[config.mk]
export PLATFORM = sky130hd
export DESIGN_NAME = configurable_registered_buffer
export DESIGN_NICKNAME = d
export VERILOG_FILES = /design/src/logic/buffer_pkg.sv /design/src/logic/word_stream_if.sv /design/src/logic/configurable_registered_buffer.sv /design/src/logic/lane_mapper.sv /design/src/logic/word_fifo.sv
export VERILOG_INCLUDE_DIRS = /design/src /design/src/logic
export SDC_FILE = /design/constraint.sdc
export NUM_CORES = 1
export LEC_CHECK = 0
export BUFFER_PORTS_ARGS = -buffer_cell sky130_fd_sc_hd__clkbuf_2
export CORE_MARGIN = 8
export CORE_UTILIZATION = 57
export CTS_CLUSTER_SIZE = 30
export DETAILED_ROUTE_END_ITERATION = 16
export PLACE_DENSITY = 0.85
export REMOVE_ABC_BUFFERS = 1
export SLEW_MARGIN = 0
export SYNTH_ARGS = -nofsm -noshare
export SYNTH_HDL_FRONTEND = slang
export SYNTH_SLANG_ARGS = --single-unit
[constraint.sdc]
create_clock -name clk -period 6.45 [get_ports clk]
set_input_delay 0.9675 -clock clk [delete_from_list [all_inputs] [get_ports clk]]
set_output_delay 0.9675 -clock clk [all_outputs]
set_load 0.1 [all_outputs]
[src/logic/buffer_regs.svh]
// constants of the configurable registered command buffer
`ifndef BUFFER_REGS_SVH
`define BUFFER_REGS_SVH

// ==========================================================
// widths
`define CMD_BITS        25
`define COPY_BITS       14
`define WORD_BITS       29

// ==========================================================
// active input lanes per mode, bit n at position n-1
`define MASK_WIDE       25'h1FFFFB6
`define MASK_FAN_A      25'h0003FB6
`define MASK_FAN_B      25'h0001BBF

// ==========================================================
// reset values
`define CMD_RESET       25'h0000000
`define COPY_RESET      14'h0000
`define CFG_RESET       2'h0

`endif

[src/logic/buffer_pkg.sv]
// types of the configurable registered command buffer
`include "buffer_regs.svh"

package buffer_pkg;

  typedef enum logic [1:0] {MODE_WIDE, MODE_FAN_A, MODE_FAN_B} mode_e;

  typedef struct packed {
    logic                   load;
    logic                   sel;
    logic                   odt;
    logic                   cke;
    logic [`CMD_BITS-1:0]   bits;
  } cmd_word_s;

  // width_mode_sel low always means one-to-one
  function automatic mode_e decode_mode(input logic variant, input logic width);
    if (!width)
    begin
      decode_mode = MODE_WIDE;
    end
    else if (variant)
    begin
      decode_mode = MODE_FAN_B;
    end
    else
    begin
      decode_mode = MODE_FAN_A;
    end
  endfunction : decode_mode

  function automatic logic [`CMD_BITS-1:0] lane_mask(input mode_e mode);
    case (mode)
      MODE_WIDE:  lane_mask = `MASK_WIDE;
      MODE_FAN_A: lane_mask = `MASK_FAN_A;
      MODE_FAN_B: lane_mask = `MASK_FAN_B;
      default:    lane_mask = `CMD_RESET;
    endcase
  endfunction : lane_mask

endpackage : buffer_pkg

[src/logic/word_stream_if.sv]
// valid/ready word stream between the buffer's own modules
`timescale 1ns/10ps

interface word_stream_if #(parameter int WIDTH = 29);
  logic             valid;
  logic             ready;
  logic [WIDTH-1:0] word;

  modport src (output valid, output word, input ready);
  modport snk (input valid, input word, output ready);
endinterface : word_stream_if

[src/logic/configurable_registered_buffer.sv]
// configurable registered command buffer, one-to-one or one-to-two
`timescale 1ns/10ps

module configurable_registered_buffer
  import buffer_pkg::*;
#(
  parameter int FIFO_DEPTH = 2
) (
  // clock and reset
  input  wire logic                  clk,
  input  wire logic                  rst_b,
  // configuration pins
  input  wire logic                  fanout_variant_sel,
  input  wire logic                  width_mode_sel,
  input  wire logic                  reserved_imp_hi,
  input  wire logic                  reserved_imp_lo,
  // command inputs from the controller
  input  wire logic                  cmd_in_valid,
  output wire logic                  cmd_in_ready,
  input  wire logic [`CMD_BITS:1]    cmd_in_bits,
  input  wire logic                  primary_select_n,
  input  wire logic                  secondary_select_n,
  input  wire logic                  termination_in,
  input  wire logic                  clk_enable_in,
  // receiver enable
  output wire logic                  receivers_enabled,
  // command outputs to the memory devices
  output wire logic                  cmd_out_valid,
  input  wire logic                  cmd_out_ready,
  output wire logic [`CMD_BITS:1]    cmd_out_bits,
  output wire logic [`COPY_BITS:1]   cmd_out_copy_a,
  output wire logic [`COPY_BITS:1]   cmd_out_copy_b,
  output wire logic                  select_out,
  output wire logic                  select_out_a,
  output wire logic                  select_out_b,
  output wire logic                  termination_out,
  output wire logic                  termination_out_a,
  output wire logic                  termination_out_b,
  output wire logic                  clk_enable_out,
  output wire logic                  clk_enable_out_a,
  output wire logic                  clk_enable_out_b
);

  // ==========================================================
  // configuration synchroniser
  logic [1:0]           cfg_meta_reg;
  logic [1:0]           cfg_sync_reg;
  logic                 rx_en_reg;
  mode_e                mode;

  // reserved impedance pins are deliberately left unread

  always_ff @(posedge clk or negedge rst_b)
  begin
    if (!rst_b)
    begin
      cfg_meta_reg <= `CFG_RESET;
      cfg_sync_reg <= `CFG_RESET;
      rx_en_reg    <= 1'b0;
    end
    else
    begin
      cfg_meta_reg <= {width_mode_sel, fanout_variant_sel};
      cfg_sync_reg <= cfg_meta_reg;
      rx_en_reg    <= 1'b1;
    end
  end

  assign mode              = decode_mode(cfg_sync_reg[0], cfg_sync_reg[1]);
  assign receivers_enabled = rx_en_reg;

  // ==========================================================
  // capture into the buffer
  word_stream_if #(.WIDTH(`WORD_BITS)) cap_if ();
  word_stream_if #(.WIDTH(`WORD_BITS)) out_if ();
  cmd_word_s            cap_word;

  lane_mapper u_mapper (
    .mode               (mode),
    .cmd_in_bits        (cmd_in_bits),
    .primary_select_n   (primary_select_n),
    .secondary_select_n (secondary_select_n),
    .termination_in     (termination_in),
    .clk_enable_in      (clk_enable_in),
    .word               (cap_word)
  );

  // words are accepted only while receivers are live
  assign cap_if.valid  = cmd_in_valid && rx_en_reg;
  assign cap_if.word   = cap_word;
  assign cmd_in_ready  = cap_if.ready && rx_en_reg;

  word_fifo #(
    .WIDTH (`WORD_BITS),
    .DEPTH (FIFO_DEPTH)
  ) u_fifo (
    .clk   (clk),
    .rst_b (rst_b),
    .fill  (cap_if),
    .drain (out_if)
  );

  // ==========================================================
  // output registers
  cmd_word_s            head;
  wire                  take;
  wire                  fan;
  logic [`CMD_BITS:1]   data_reg;
  logic [`CMD_BITS:1]   data_next;
  logic                 sel_reg;
  logic                 odt_reg;
  logic                 cke_reg;
  logic                 valid_reg;
  logic                 fan_reg;

  assign head         = cmd_word_s'(out_if.word);
  assign out_if.ready = cmd_out_ready;
  assign take         = out_if.valid && cmd_out_ready;
  assign fan          = (mode != MODE_WIDE);
  assign data_next    = head.load ? head.bits : data_reg;

  always_ff @(posedge clk or negedge rst_b)
  begin
    if (!rst_b)
    begin
      data_reg  <= `CMD_RESET;
      sel_reg   <= 1'b0;
      odt_reg   <= 1'b0;
      cke_reg   <= 1'b0;
      valid_reg <= 1'b0;
      fan_reg   <= 1'b0;
    end
    else
    begin
      valid_reg <= take;
      fan_reg   <= fan;
      if (take)
      begin
        data_reg <= data_next;
        sel_reg  <= head.sel;
        odt_reg  <= head.odt;
        cke_reg  <= head.cke;
      end
    end
  end

  // ==========================================================
  // pin steering per mode
  wire [`COPY_BITS:1]   copy_bits;

  assign copy_bits         = fan_reg ? data_reg[`COPY_BITS:1] : `COPY_RESET;
  assign cmd_out_valid     = valid_reg;
  assign cmd_out_bits      = fan_reg ? `CMD_RESET : data_reg;
  assign cmd_out_copy_a    = copy_bits;
  assign cmd_out_copy_b    = copy_bits;
  assign select_out        = !fan_reg && sel_reg;
  assign select_out_a      = fan_reg && sel_reg;
  assign select_out_b      = fan_reg && sel_reg;
  assign termination_out   = !fan_reg && odt_reg;
  assign termination_out_a = fan_reg && odt_reg;
  assign termination_out_b = fan_reg && odt_reg;
  assign clk_enable_out    = !fan_reg && cke_reg;
  assign clk_enable_out_a  = fan_reg && cke_reg;
  assign clk_enable_out_b  = fan_reg && cke_reg;

endmodule : configurable_registered_buffer

[src/logic/lane_mapper.sv]
// gathers the active command lanes of the selected mode into a word
`timescale 1ns/10ps

module lane_mapper
  import buffer_pkg::*;
(
  // configuration
  input wire mode_e               mode,
  // pins
  input wire logic [`CMD_BITS:1]  cmd_in_bits,
  input wire logic                primary_select_n,
  input wire logic                secondary_select_n,
  input wire logic                termination_in,
  input wire logic                clk_enable_in,
  // result
  output cmd_word_s               word
);

  wire [`CMD_BITS-1:0] mask;

  assign mask      = lane_mask(mode);
  assign word.bits = cmd_in_bits & mask;
  assign word.load = !(primary_select_n && secondary_select_n);
  assign word.sel  = primary_select_n;
  assign word.odt  = termination_in;
  assign word.cke  = clk_enable_in;

endmodule : lane_mapper

[src/logic/word_fifo.sv]
// small valid/ready fifo holding captured command words
`timescale 1ns/10ps

module word_fifo #(
  parameter int WIDTH = 29,
  parameter int DEPTH = 2
) (
  // clock and reset
  input wire logic  clk,
  input wire logic  rst_b,
  // streams
  word_stream_if.snk fill,
  word_stream_if.src drain
);

  localparam int PW = (DEPTH > 1) ? $clog2(DEPTH) : 1;

  logic [WIDTH-1:0] mem [DEPTH];
  logic [PW-1:0]    wr_ptr_reg;
  logic [PW-1:0]    rd_ptr_reg;
  logic [PW:0]      count_reg;
  wire              push;
  wire              pop;

  assign fill.ready  = (count_reg != (PW+1)'(DEPTH));
  assign drain.valid = (count_reg != '0);
  assign drain.word  = mem[rd_ptr_reg];
  assign push        = fill.valid && fill.ready;
  assign pop         = drain.valid && drain.ready;

  function automatic logic [PW-1:0] bump(input logic [PW-1:0] p);
    bump = (p == PW'(DEPTH - 1)) ? '0 : p + PW'(1);
  endfunction : bump

  always_ff @(posedge clk or negedge rst_b)
  begin
    if (!rst_b)
    begin
      wr_ptr_reg <= '0;
      rd_ptr_reg <= '0;
      count_reg  <= '0;
    end
    else
    begin
      if (push)
        wr_ptr_reg <= bump(wr_ptr_reg);
      if (pop)
        rd_ptr_reg <= bump(rd_ptr_reg);
      count_reg <= count_reg + (PW+1)'(push) - (PW+1)'(pop);
    end
  end

  always_ff @(posedge clk)
  begin
    if (push)
      mem[wr_ptr_reg] <= fill.word;
  end

endmodule : word_fifo

### Yosys cells after proc, flatten, opt, wreduce, memory -nomap -nowiden

Memories as Yosys holds them, arrays and structs flattened.
Index checks and enable logic that the tools add are counted.

| storage, ports and cells | value |
|---|---|
| logic and storage cells | 47 |
| output and inout bits | 65 |
| memory bits (writable) | 58 |
| memories kept | 1 |
| flip-flop bits (word level) | 39 |

Memories:

| name | words | bits a word | read ports | clocked after memory_dff | write ports | RTL line | RTL |
|---|---|---|---|---|---|---|---|
| u_fifo.mem | 2 | 29 | 1 | 0 | 1 | word_fifo.sv:18 | `logic [WIDTH-1:0] mem [DEPTH];` |

| cells by class | value |
|---|---|
| equal/unequal tests | 3 |
| bitwise logic cells | 1 |
| add/sub/neg operators | 4 |
| reductions and logical operators | 17 |
| multiplexer cells | 9 |

Operator list:

| kind | number |
|---|---|
| 25-bit case mux with 3 select lines | 1 |
| 25-bit bitwise AND | 1 |
| 25-bit two-way mux | 1 |
| 14-bit two-way mux | 1 |
| 1-bit logical AND | 11 |
| 1-bit two-way mux | 4 |
| 2-bit two-way mux | 2 |
| 2-bit nonzero test | 2 |
| 1-bit adder, second input constant | 2 |
| 2-bit by 1-bit adder with 2-bit output | 1 |
| 2-bit by 1-bit == test with 1-bit output, second input constant | 1 |
| 2-bit == test, second input constant | 1 |
| 1-bit logical NOT | 2 |
| 2-bit logical NOT | 1 |
| 2-bit != test, second input constant | 1 |
| 2-bit AND reduction | 1 |
| 2-bit by 1-bit subtractor with 2-bit output | 1 |

### Logic depth before layout (Yosys ltp)

Gate-level depths: netlist (run 1).

| depth | value |
|---|---|
| word-level depth | 5 |
| gate-level depth with buffers | 7 |
| depth with buffers taken out | 7 |

### By module

From an unflattened synthesis (run 1), not the netlist that was laid out.

| second synthesis, totals | value |
|---|---|
| cells, all modules | 286 |
| area, all modules | 4393.0 µm² |

Modules (own cells, without submodules):

| module | cells each | seq. area each (µm²) | area an instance (µm²) | instances |
|---|---|---|---|---|
| word_fifo | 112 | 1841.8 | 2302.2 | 1 |
| configurable_registered_buffer | 140 | 875.8 | 1775.5 | 1 |
| lane_mapper | 34 | 0.0 | 315.3 | 1 |

### Least setup slack after synthesis (run 1)

OpenSTA, ideal clock, no wires.

| timing | value |
|---|---|
| path type | register to register |
| start point | register rx_en_reg, in the netlist receivers_enabled |
| end point | memory u_fifo.mem[1][0] (enable) |
| data arrival time | 4.234 ns |
| library setup time | 0.388 ns |
| slack | 1.829 ns |
| cell stages (with the launch flop) | 3 |
| period minus slack after synthesis | 4.621 ns |
| cell sequence | dfrtp_1 -> a21boi_0 -> and3_1 |

| between the ends | value |
|---|---|
| word-level cells in the longest chain between the ends | 4 |

Ends and longest elaborated chain:

| element | RTL line | RTL |
|---|---|---|
| start: declaration | configurable_registered_buffer.sv:48 | `logic rx_en_reg;` |
| start signal: assignment | configurable_registered_buffer.sv:59 | `rx_en_reg <= 1'b0;` |
| start signal: assignment | configurable_registered_buffer.sv:65 | `rx_en_reg <= 1'b1;` |
| 1-bit logical AND | configurable_registered_buffer.sv:89 | `assign cap_if.valid = cmd_in_valid && rx_en_reg;` |
| 1-bit logical AND | word_fifo.sv:28 | `assign push = fill.valid && fill.ready;` |
| 1-bit two-way mux | word_fifo.sv:55 | `if (push)` |
| 1-bit two-way mux (not written as such) | word_fifo.sv:56 | `mem[wr_ptr_reg] <= fill.word;` |
| end: declaration | word_fifo.sv:18 |  |

No other way between the ends.

### Worst setup path after layout (run 1)

| timing | value |
|---|---|
| start point | register fan_reg |
| end point | output port cmd_out_copy_a[14] (netlist name) |

| between the ends | value |
|---|---|
| word-level cells in the longest chain between the ends | 1 |

Ends and longest elaborated chain:

| element | RTL line | RTL |
|---|---|---|
| start: declaration | configurable_registered_buffer.sv:114 | `logic fan_reg;` |
| start signal: assignment | configurable_registered_buffer.sv:136 | `fan_reg <= fan;` |
| 14-bit two-way mux (no line) | - |  |
| end: declaration | configurable_registered_buffer.sv:31 | `` output wire logic [`COPY_BITS:1] cmd_out_copy_a, `` |

No other way between the ends.

==> results of run 1 <==
## cell usage after synthesis (all sizes together)
cell and instances:
edfxtp 56, mux2 48, dfrtp 38, nor2b 38, buf 24, and2 16
clkbuf 15, inv 5, mux2i 4, nand2 4, o21ai 4, xnor2 4
a21boi 3, and3 3, conb 2, ha 2, nor2 2, o211ai 1
## area by class of cell
cell class | count | area share [%]
clock buffer | 11 | 2.84
inverter | 5 | 0.406
sequential | 94 | 56.9
timing repair buffer | 96 | 10.4
multi-input combinational | 133 | 25.7
tap | 99 | 2.68
clock inverter | 4 | 1.05
## cells by family (layout without fill, tap and decap cells)
logic type / Yosys count / after routing
AND/OR/NAND/NOR: 63 / 63
AO/OA/AOI/OAI: 8 / 8
flip-flops: 94 / 94
multiplexers: 52 / 52
XOR/XNOR: 4 / 4
adder cells (fa/ha/maj): 2 / 2
buffers and inverters: 44 / 116
other: 2 / 4
## routing by layer
layer  track usage (%)  vias to the layer above  wire (um)
met5                 0                        -          0
met4              8.72                        0        179
met3              3.87                       15        459
met2              25.1                       72       3700
met1              17.5                     1093       3070
li1                  -                     1034          -
## metrics by stage
| step | cell area [sq um] | worst slack (ps) | instances | util [%] | hold slack (ps) |
|---|---|---|---|---|---|
| global placement | 4450 | 3580 | 427 | 62.6 | 333 |
| CTS | 4630 | 3110 | 442 | 65.2 | 362 |
| floorplan | 3830 | 1830 | 232 | - | 331 |
| detailed placement | 4450 | 3490 | 427 | 62.6 | 343 |
| global route | 4630 | 3020 | 442 | 65.2 | 366 |
| finish | 4630 | 3160 | 442 | 65.2 | 359 |
## worst paths after layout
check,from,depth (start not counted),endpoint
min in group asynchronous,rst_b,1,cfg_meta_reg[1]
setup reg to reg,u_fifo.count_reg[1],3,data_reg[3]
setup / recovery,fan_reg,2,cmd_out_copy_a[14]
hold reg to reg,cfg_meta_reg[0],0,cfg_sync_reg[0]
hold / removal,cfg_meta_reg[0],0,cfg_sync_reg[0]
max in group asynchronous,rst_b,1,data_reg[10]
## worst reg2reg max path: stages, from the launching register on
cell,delay [ps]
dfrtp_1,460
o21ai_4,140
nor2_4,800
mux2_2,430
## layout by cell type, fill, tap and decap left out
cell type and instances:
a21boi_0 3, and2_1 16, and3_1 2, and3_2 1, buf_4 1, bufinv_16 1, clkbuf_1 2, clkbuf_2 95
clkbuf_8 9, clkinv_1 1, clkinvlp_4 2, conb_1 4, dfrtp_1 38, edfxtp_1 56, ha_1 2, inv_1 5
mux2_1 3, mux2_2 25, mux2_4 20, mux2i_1 4, nand2_1 4, nor2_4 2, nor2b_1 38, o211ai_1 1
o21ai_0 3, o21ai_4 1, xnor2_1 4
==> impl_metrics.json, run 1 <==
{
  "status": "completed",
  "htreeDepth": 3,
  "rsz0062_at_grt": "no",
  "cts-root-buf": "clkbuf_8",
  "synth_mux_area_share_pct": 16.0,
  "synthAdderAreaFrac_pct": 0.611,
  "critPathMaxFanout": 43,
  "clock-sinks": 94,
  "fin_nets": 378,
  "drc": 0,
  "drt_first_pass_iters": 4,
  "ios": 102,
  "num-fill-cells": 552,
  "area_growth_pct": 13.0,
  "min_path_type": "flop to flop",
  "ant_nets": 0,
  "crit_path_start_kind": "flop",
  "synth_seq_area_share_pct": 64.3,
  "synth_top_family_by_area": "multiplexers",
  "fin_setup_tns_ps": 0,
  "cts_buffer_depth": 2,
  "hold_viol_final": 0,
  "fp.dieW_um": 101,
  "grt_max_degree": 44,
  "drt-total-wl_um": 7420,
  "min_period_over_period_pct": 50.9,
  "dieHeight_um": 101,
  "gp_congestion": 0.682,
  "start_util_pct": 57.7,
  "drt-initial-drc-count": 27,
  "synth_cell_type_count": 24,
  "critPathCaptureType": "output port",
  "io_buffers": 95,
  "core_sq_um": 7100,
  "fmaxAchievable_mhz": 304,
  "cp.arrival_ps": 2320,
  "cts_buffers": 9,
  "path_class": "flop to output port",
  "yosysTopAreaCell": "edfxtp_1",
  "path_cells": "and2_1 -> clkbuf_2",
  "cap_viol_max_count": 0,
  "register_area_sq_um": 2630,
  "synth-compound-area-share_pct": 1.50,
  "synth_area_leaders": "edfxtp_1, dfrtp_1, mux2_4, mux2_2, nor2b_1",
  "via_count": 2214,
  "cts.clk_slew.worst_paths_ps": 80,
  "dpl.hpwl_um": 4910,
  "viasPerCell": 5.01,
  "track_usage_pct": 15.2,
  "yosys.area_share.simple_pct": 9.44,
  "std_cell_rows": 31,
  "maxSlewHeadroom_pct": 15.2,
  "dieArea_sq_um": 10200,
  "cp_slowest_cell": "dfrtp_1",
  "multi_input_area_sq_um": 1190,
  "ys_warn_count": 0,
  "cts_tree": "done",
  "crit_family": "flip-flops",
  "worst_pin_slew_ps": 1270,
  "min_period_ps": 3290,
  "postCtsSetupBuffers": 0,
  "grt_overflow": 0,
  "postCtsResizedCells": 0,
  "synth_area_sq_um": 4100,
  "timing.reg2reg.setup_slack_ps": 4520,
  "path_buf_inv": 1,
  "grt_pass1_wl_um": 11700,
  "clk_latency_ps": 340,
  "grt_pass1_vias": 2392,
  "drive_gt1_share_pct": 45.8,
  "wl_per_cell_um": 16.8,
  "cp_slowest_stage_delay_ps": 1200,
  "syn_inst": 269,
  "setup_viol": 0,
  "antenna_found_initial": 0,
  "antennaDiodeCount": 0,
  "maxSlewViolCount": 0,
  "fin_worst_skew_ps": 8.56,
  "ys_seq_elements": 94,
  "ctsHoldBuffers": 0,
  "synth.avg_cell_area_sq_um": 15.2,
  "synth_top_area_share_pct": 41.1,
  "synth-xor-area-share_pct": 0.855,
  "crit_required_ps": 5480,
  "largest_reg_flops": 56
}
Power of run 1 is not shown: default switching activity piles up to over one toggle a cycle in this logic, so the estimate is an artifact.
==> run 2: changes to the inputs <==
Settings changed: CORE_UTILIZATION 57 to 48, PLACE_DENSITY 0.85 to 0.76.
Clock period 6.45 ns to 2.8 ns, I/O delays scaled along.
==> impl_metrics.json, run 2 (synthesized netlist as in run 1, its figures left out) <==
{
  "ant_nets": 0,
  "drt_first_pass_iters": 4,
  "dieHeight_um": 108,
  "dpl.hpwl_um": 5000,
  "track_usage_pct": 13.5,
  "maxSlewViolCount": 0,
  "drt-total-wl_um": 7620,
  "worst_pin_slew_ps": 1060,
  "grt_overflow": 0,
  "critPathMaxFanout": 31,
  "crit_path_start_kind": "flop",
  "antennaDiodeCount": 0,
  "via_count": 2191,
  "path_cells": "buf_4 -> and2_1 -> clkbuf_2",
  "area_growth_pct": 14.8,
  "ctsHoldBuffers": 0,
  "clk_latency_ps": 350,
  "path_depth": 3,
  "start_util_pct": 49.6,
  "cts_tree": "done",
  "largest_reg_flops": 56,
  "htreeDepth": 3,
  "min_period_ps": 2350,
  "drc": 0,
  "final_common_cell": "clkbuf_2",
  "drt-initial-drc-count": 52,
  "cts-root-buf": "clkbuf_8",
  "std_cell_rows": 33,
  "core_sq_um": 8260,
  "pre_cts_ws_ps": 798,
  "antenna_found_initial": 0,
  "critPathCaptureType": "output port",
  "timing.reg2reg.setup_slack_ps": 970,
  "path_class": "flop to output port",
  "postCtsSetupBuffers": 0,
  "r2r.worst_path.cells": 3,
  "cp.arrival_ps": 1930,
  "hold_viol_final": 0,
  "whs_path_depth": 1,
  "num-fill-cells": 703,
  "mostFrequentLayoutCells": "clkbuf_2, edfxtp_1, nor2b_1, dfrtp_1, mux2_2",
  "cp_slowest_cell": "dfrtp_1",
  "cts.clk_slew.worst_paths_ps": 90,
  "grt_pass1_vias": 2423,
  "viasPerCell": 4.85,
  "cap_viol_max_count": 0,
  "cts_buffers": 9,
  "setup_viol": 0,
  "postCtsResizedCells": 0,
  "ios": 102,
  "setup_ws_ps": 447,
  "clock-sinks": 94,
  "status": "completed",
  "cts_buffer_depth": 2,
  "gp_congestion": 0.641,
  "fin_worst_skew_ps": 11.6,
  "fmaxAchievable_mhz": 425,
  "grt_max_degree": 39,
  "dieArea_sq_um": 11700,
  "min_period_over_period_pct": 84.0,
  "path_buf_inv": 2,
  "io_buffers": 95,
  "min_path_type": "input port to flop",
  "wl_per_cell_um": 16.9,
  "crit_required_ps": 2380,
  "grt_pass1_wl_um": 12200,
  "crit_family": "buffers and inverters",
  "maxSlewHeadroom_pct": 29.5,
  "rsz0062_at_grt": "no",
  "cp_slowest_stage_delay_ps": 540,
  "fin_nets": 381,
  "drive_gt1_share_pct": 46.7,
  "fp.dieW_um": 108
}
-- run 2: changes by cell type in the layout (fill, tap and decap cells not counted) --
cell,before,now
bufinv_16,1,2
buf_12,0,1
buf_4,1,3
clkinvlp_4,2,3
clkbuf_1,2,1
-- run 2: layer usage --
metal / wire [um] / vias to the layer above / global-route usage (%)
met2: 3750 / 76 / 22.7
met1: 3200 / 1068 / 16.1
li1: - / 1036 / -
met4: 109 / 0 / 5.96
met5: 0 / - / 0
met3: 558 / 11 / 3.57
-- run 2: final timing paths --
check / startpoint / end
min in group asynchronous: rst_b / cfg_sync_reg[1]
worst max-delay path: fan_reg / cmd_out_copy_a[11]
max in group asynchronous: rst_b / data_reg[6]
worst min-delay path: fanout_variant_sel / cfg_meta_reg[0]
worst max register to register: u_fifo.count_reg[0] / u_fifo.mem[1][8]
worst min register to register: cfg_meta_reg[1] / cfg_sync_reg[1]
-- run 2: through the flow --
step / utilization (%) / hold WS (ps) / cells / cell area (sq um) / setup TNS, ps
floorplan: - / 124 / 232 / 3830 / -54000
global placement: 54.3 / 333 / 436 / 4490 / 0
detailed placement: 54.3 / 346 / 436 / 4490 / 0
CTS: 56.9 / 149 / 452 / 4700 / 0
global route: 56.9 / 140 / 452 / 4700 / 0
finish: 56.9 / 165 / 452 / 4700 / 0
-- run 2: final cells by class --
type	count	area (sq um)	share of cell area, %
Inverter	5	18.8	0.399
Tap cell	105	131	2.79
Clock buffer	10	128	2.71
Sequential cell	94	2630	56.0
Timing Repair Buffer	99	518	11.0
Multi-Input combinational cell	133	1190	25.3
Clock inverter	6	86.3	1.84
Power of run 2 is left out for the same reason.
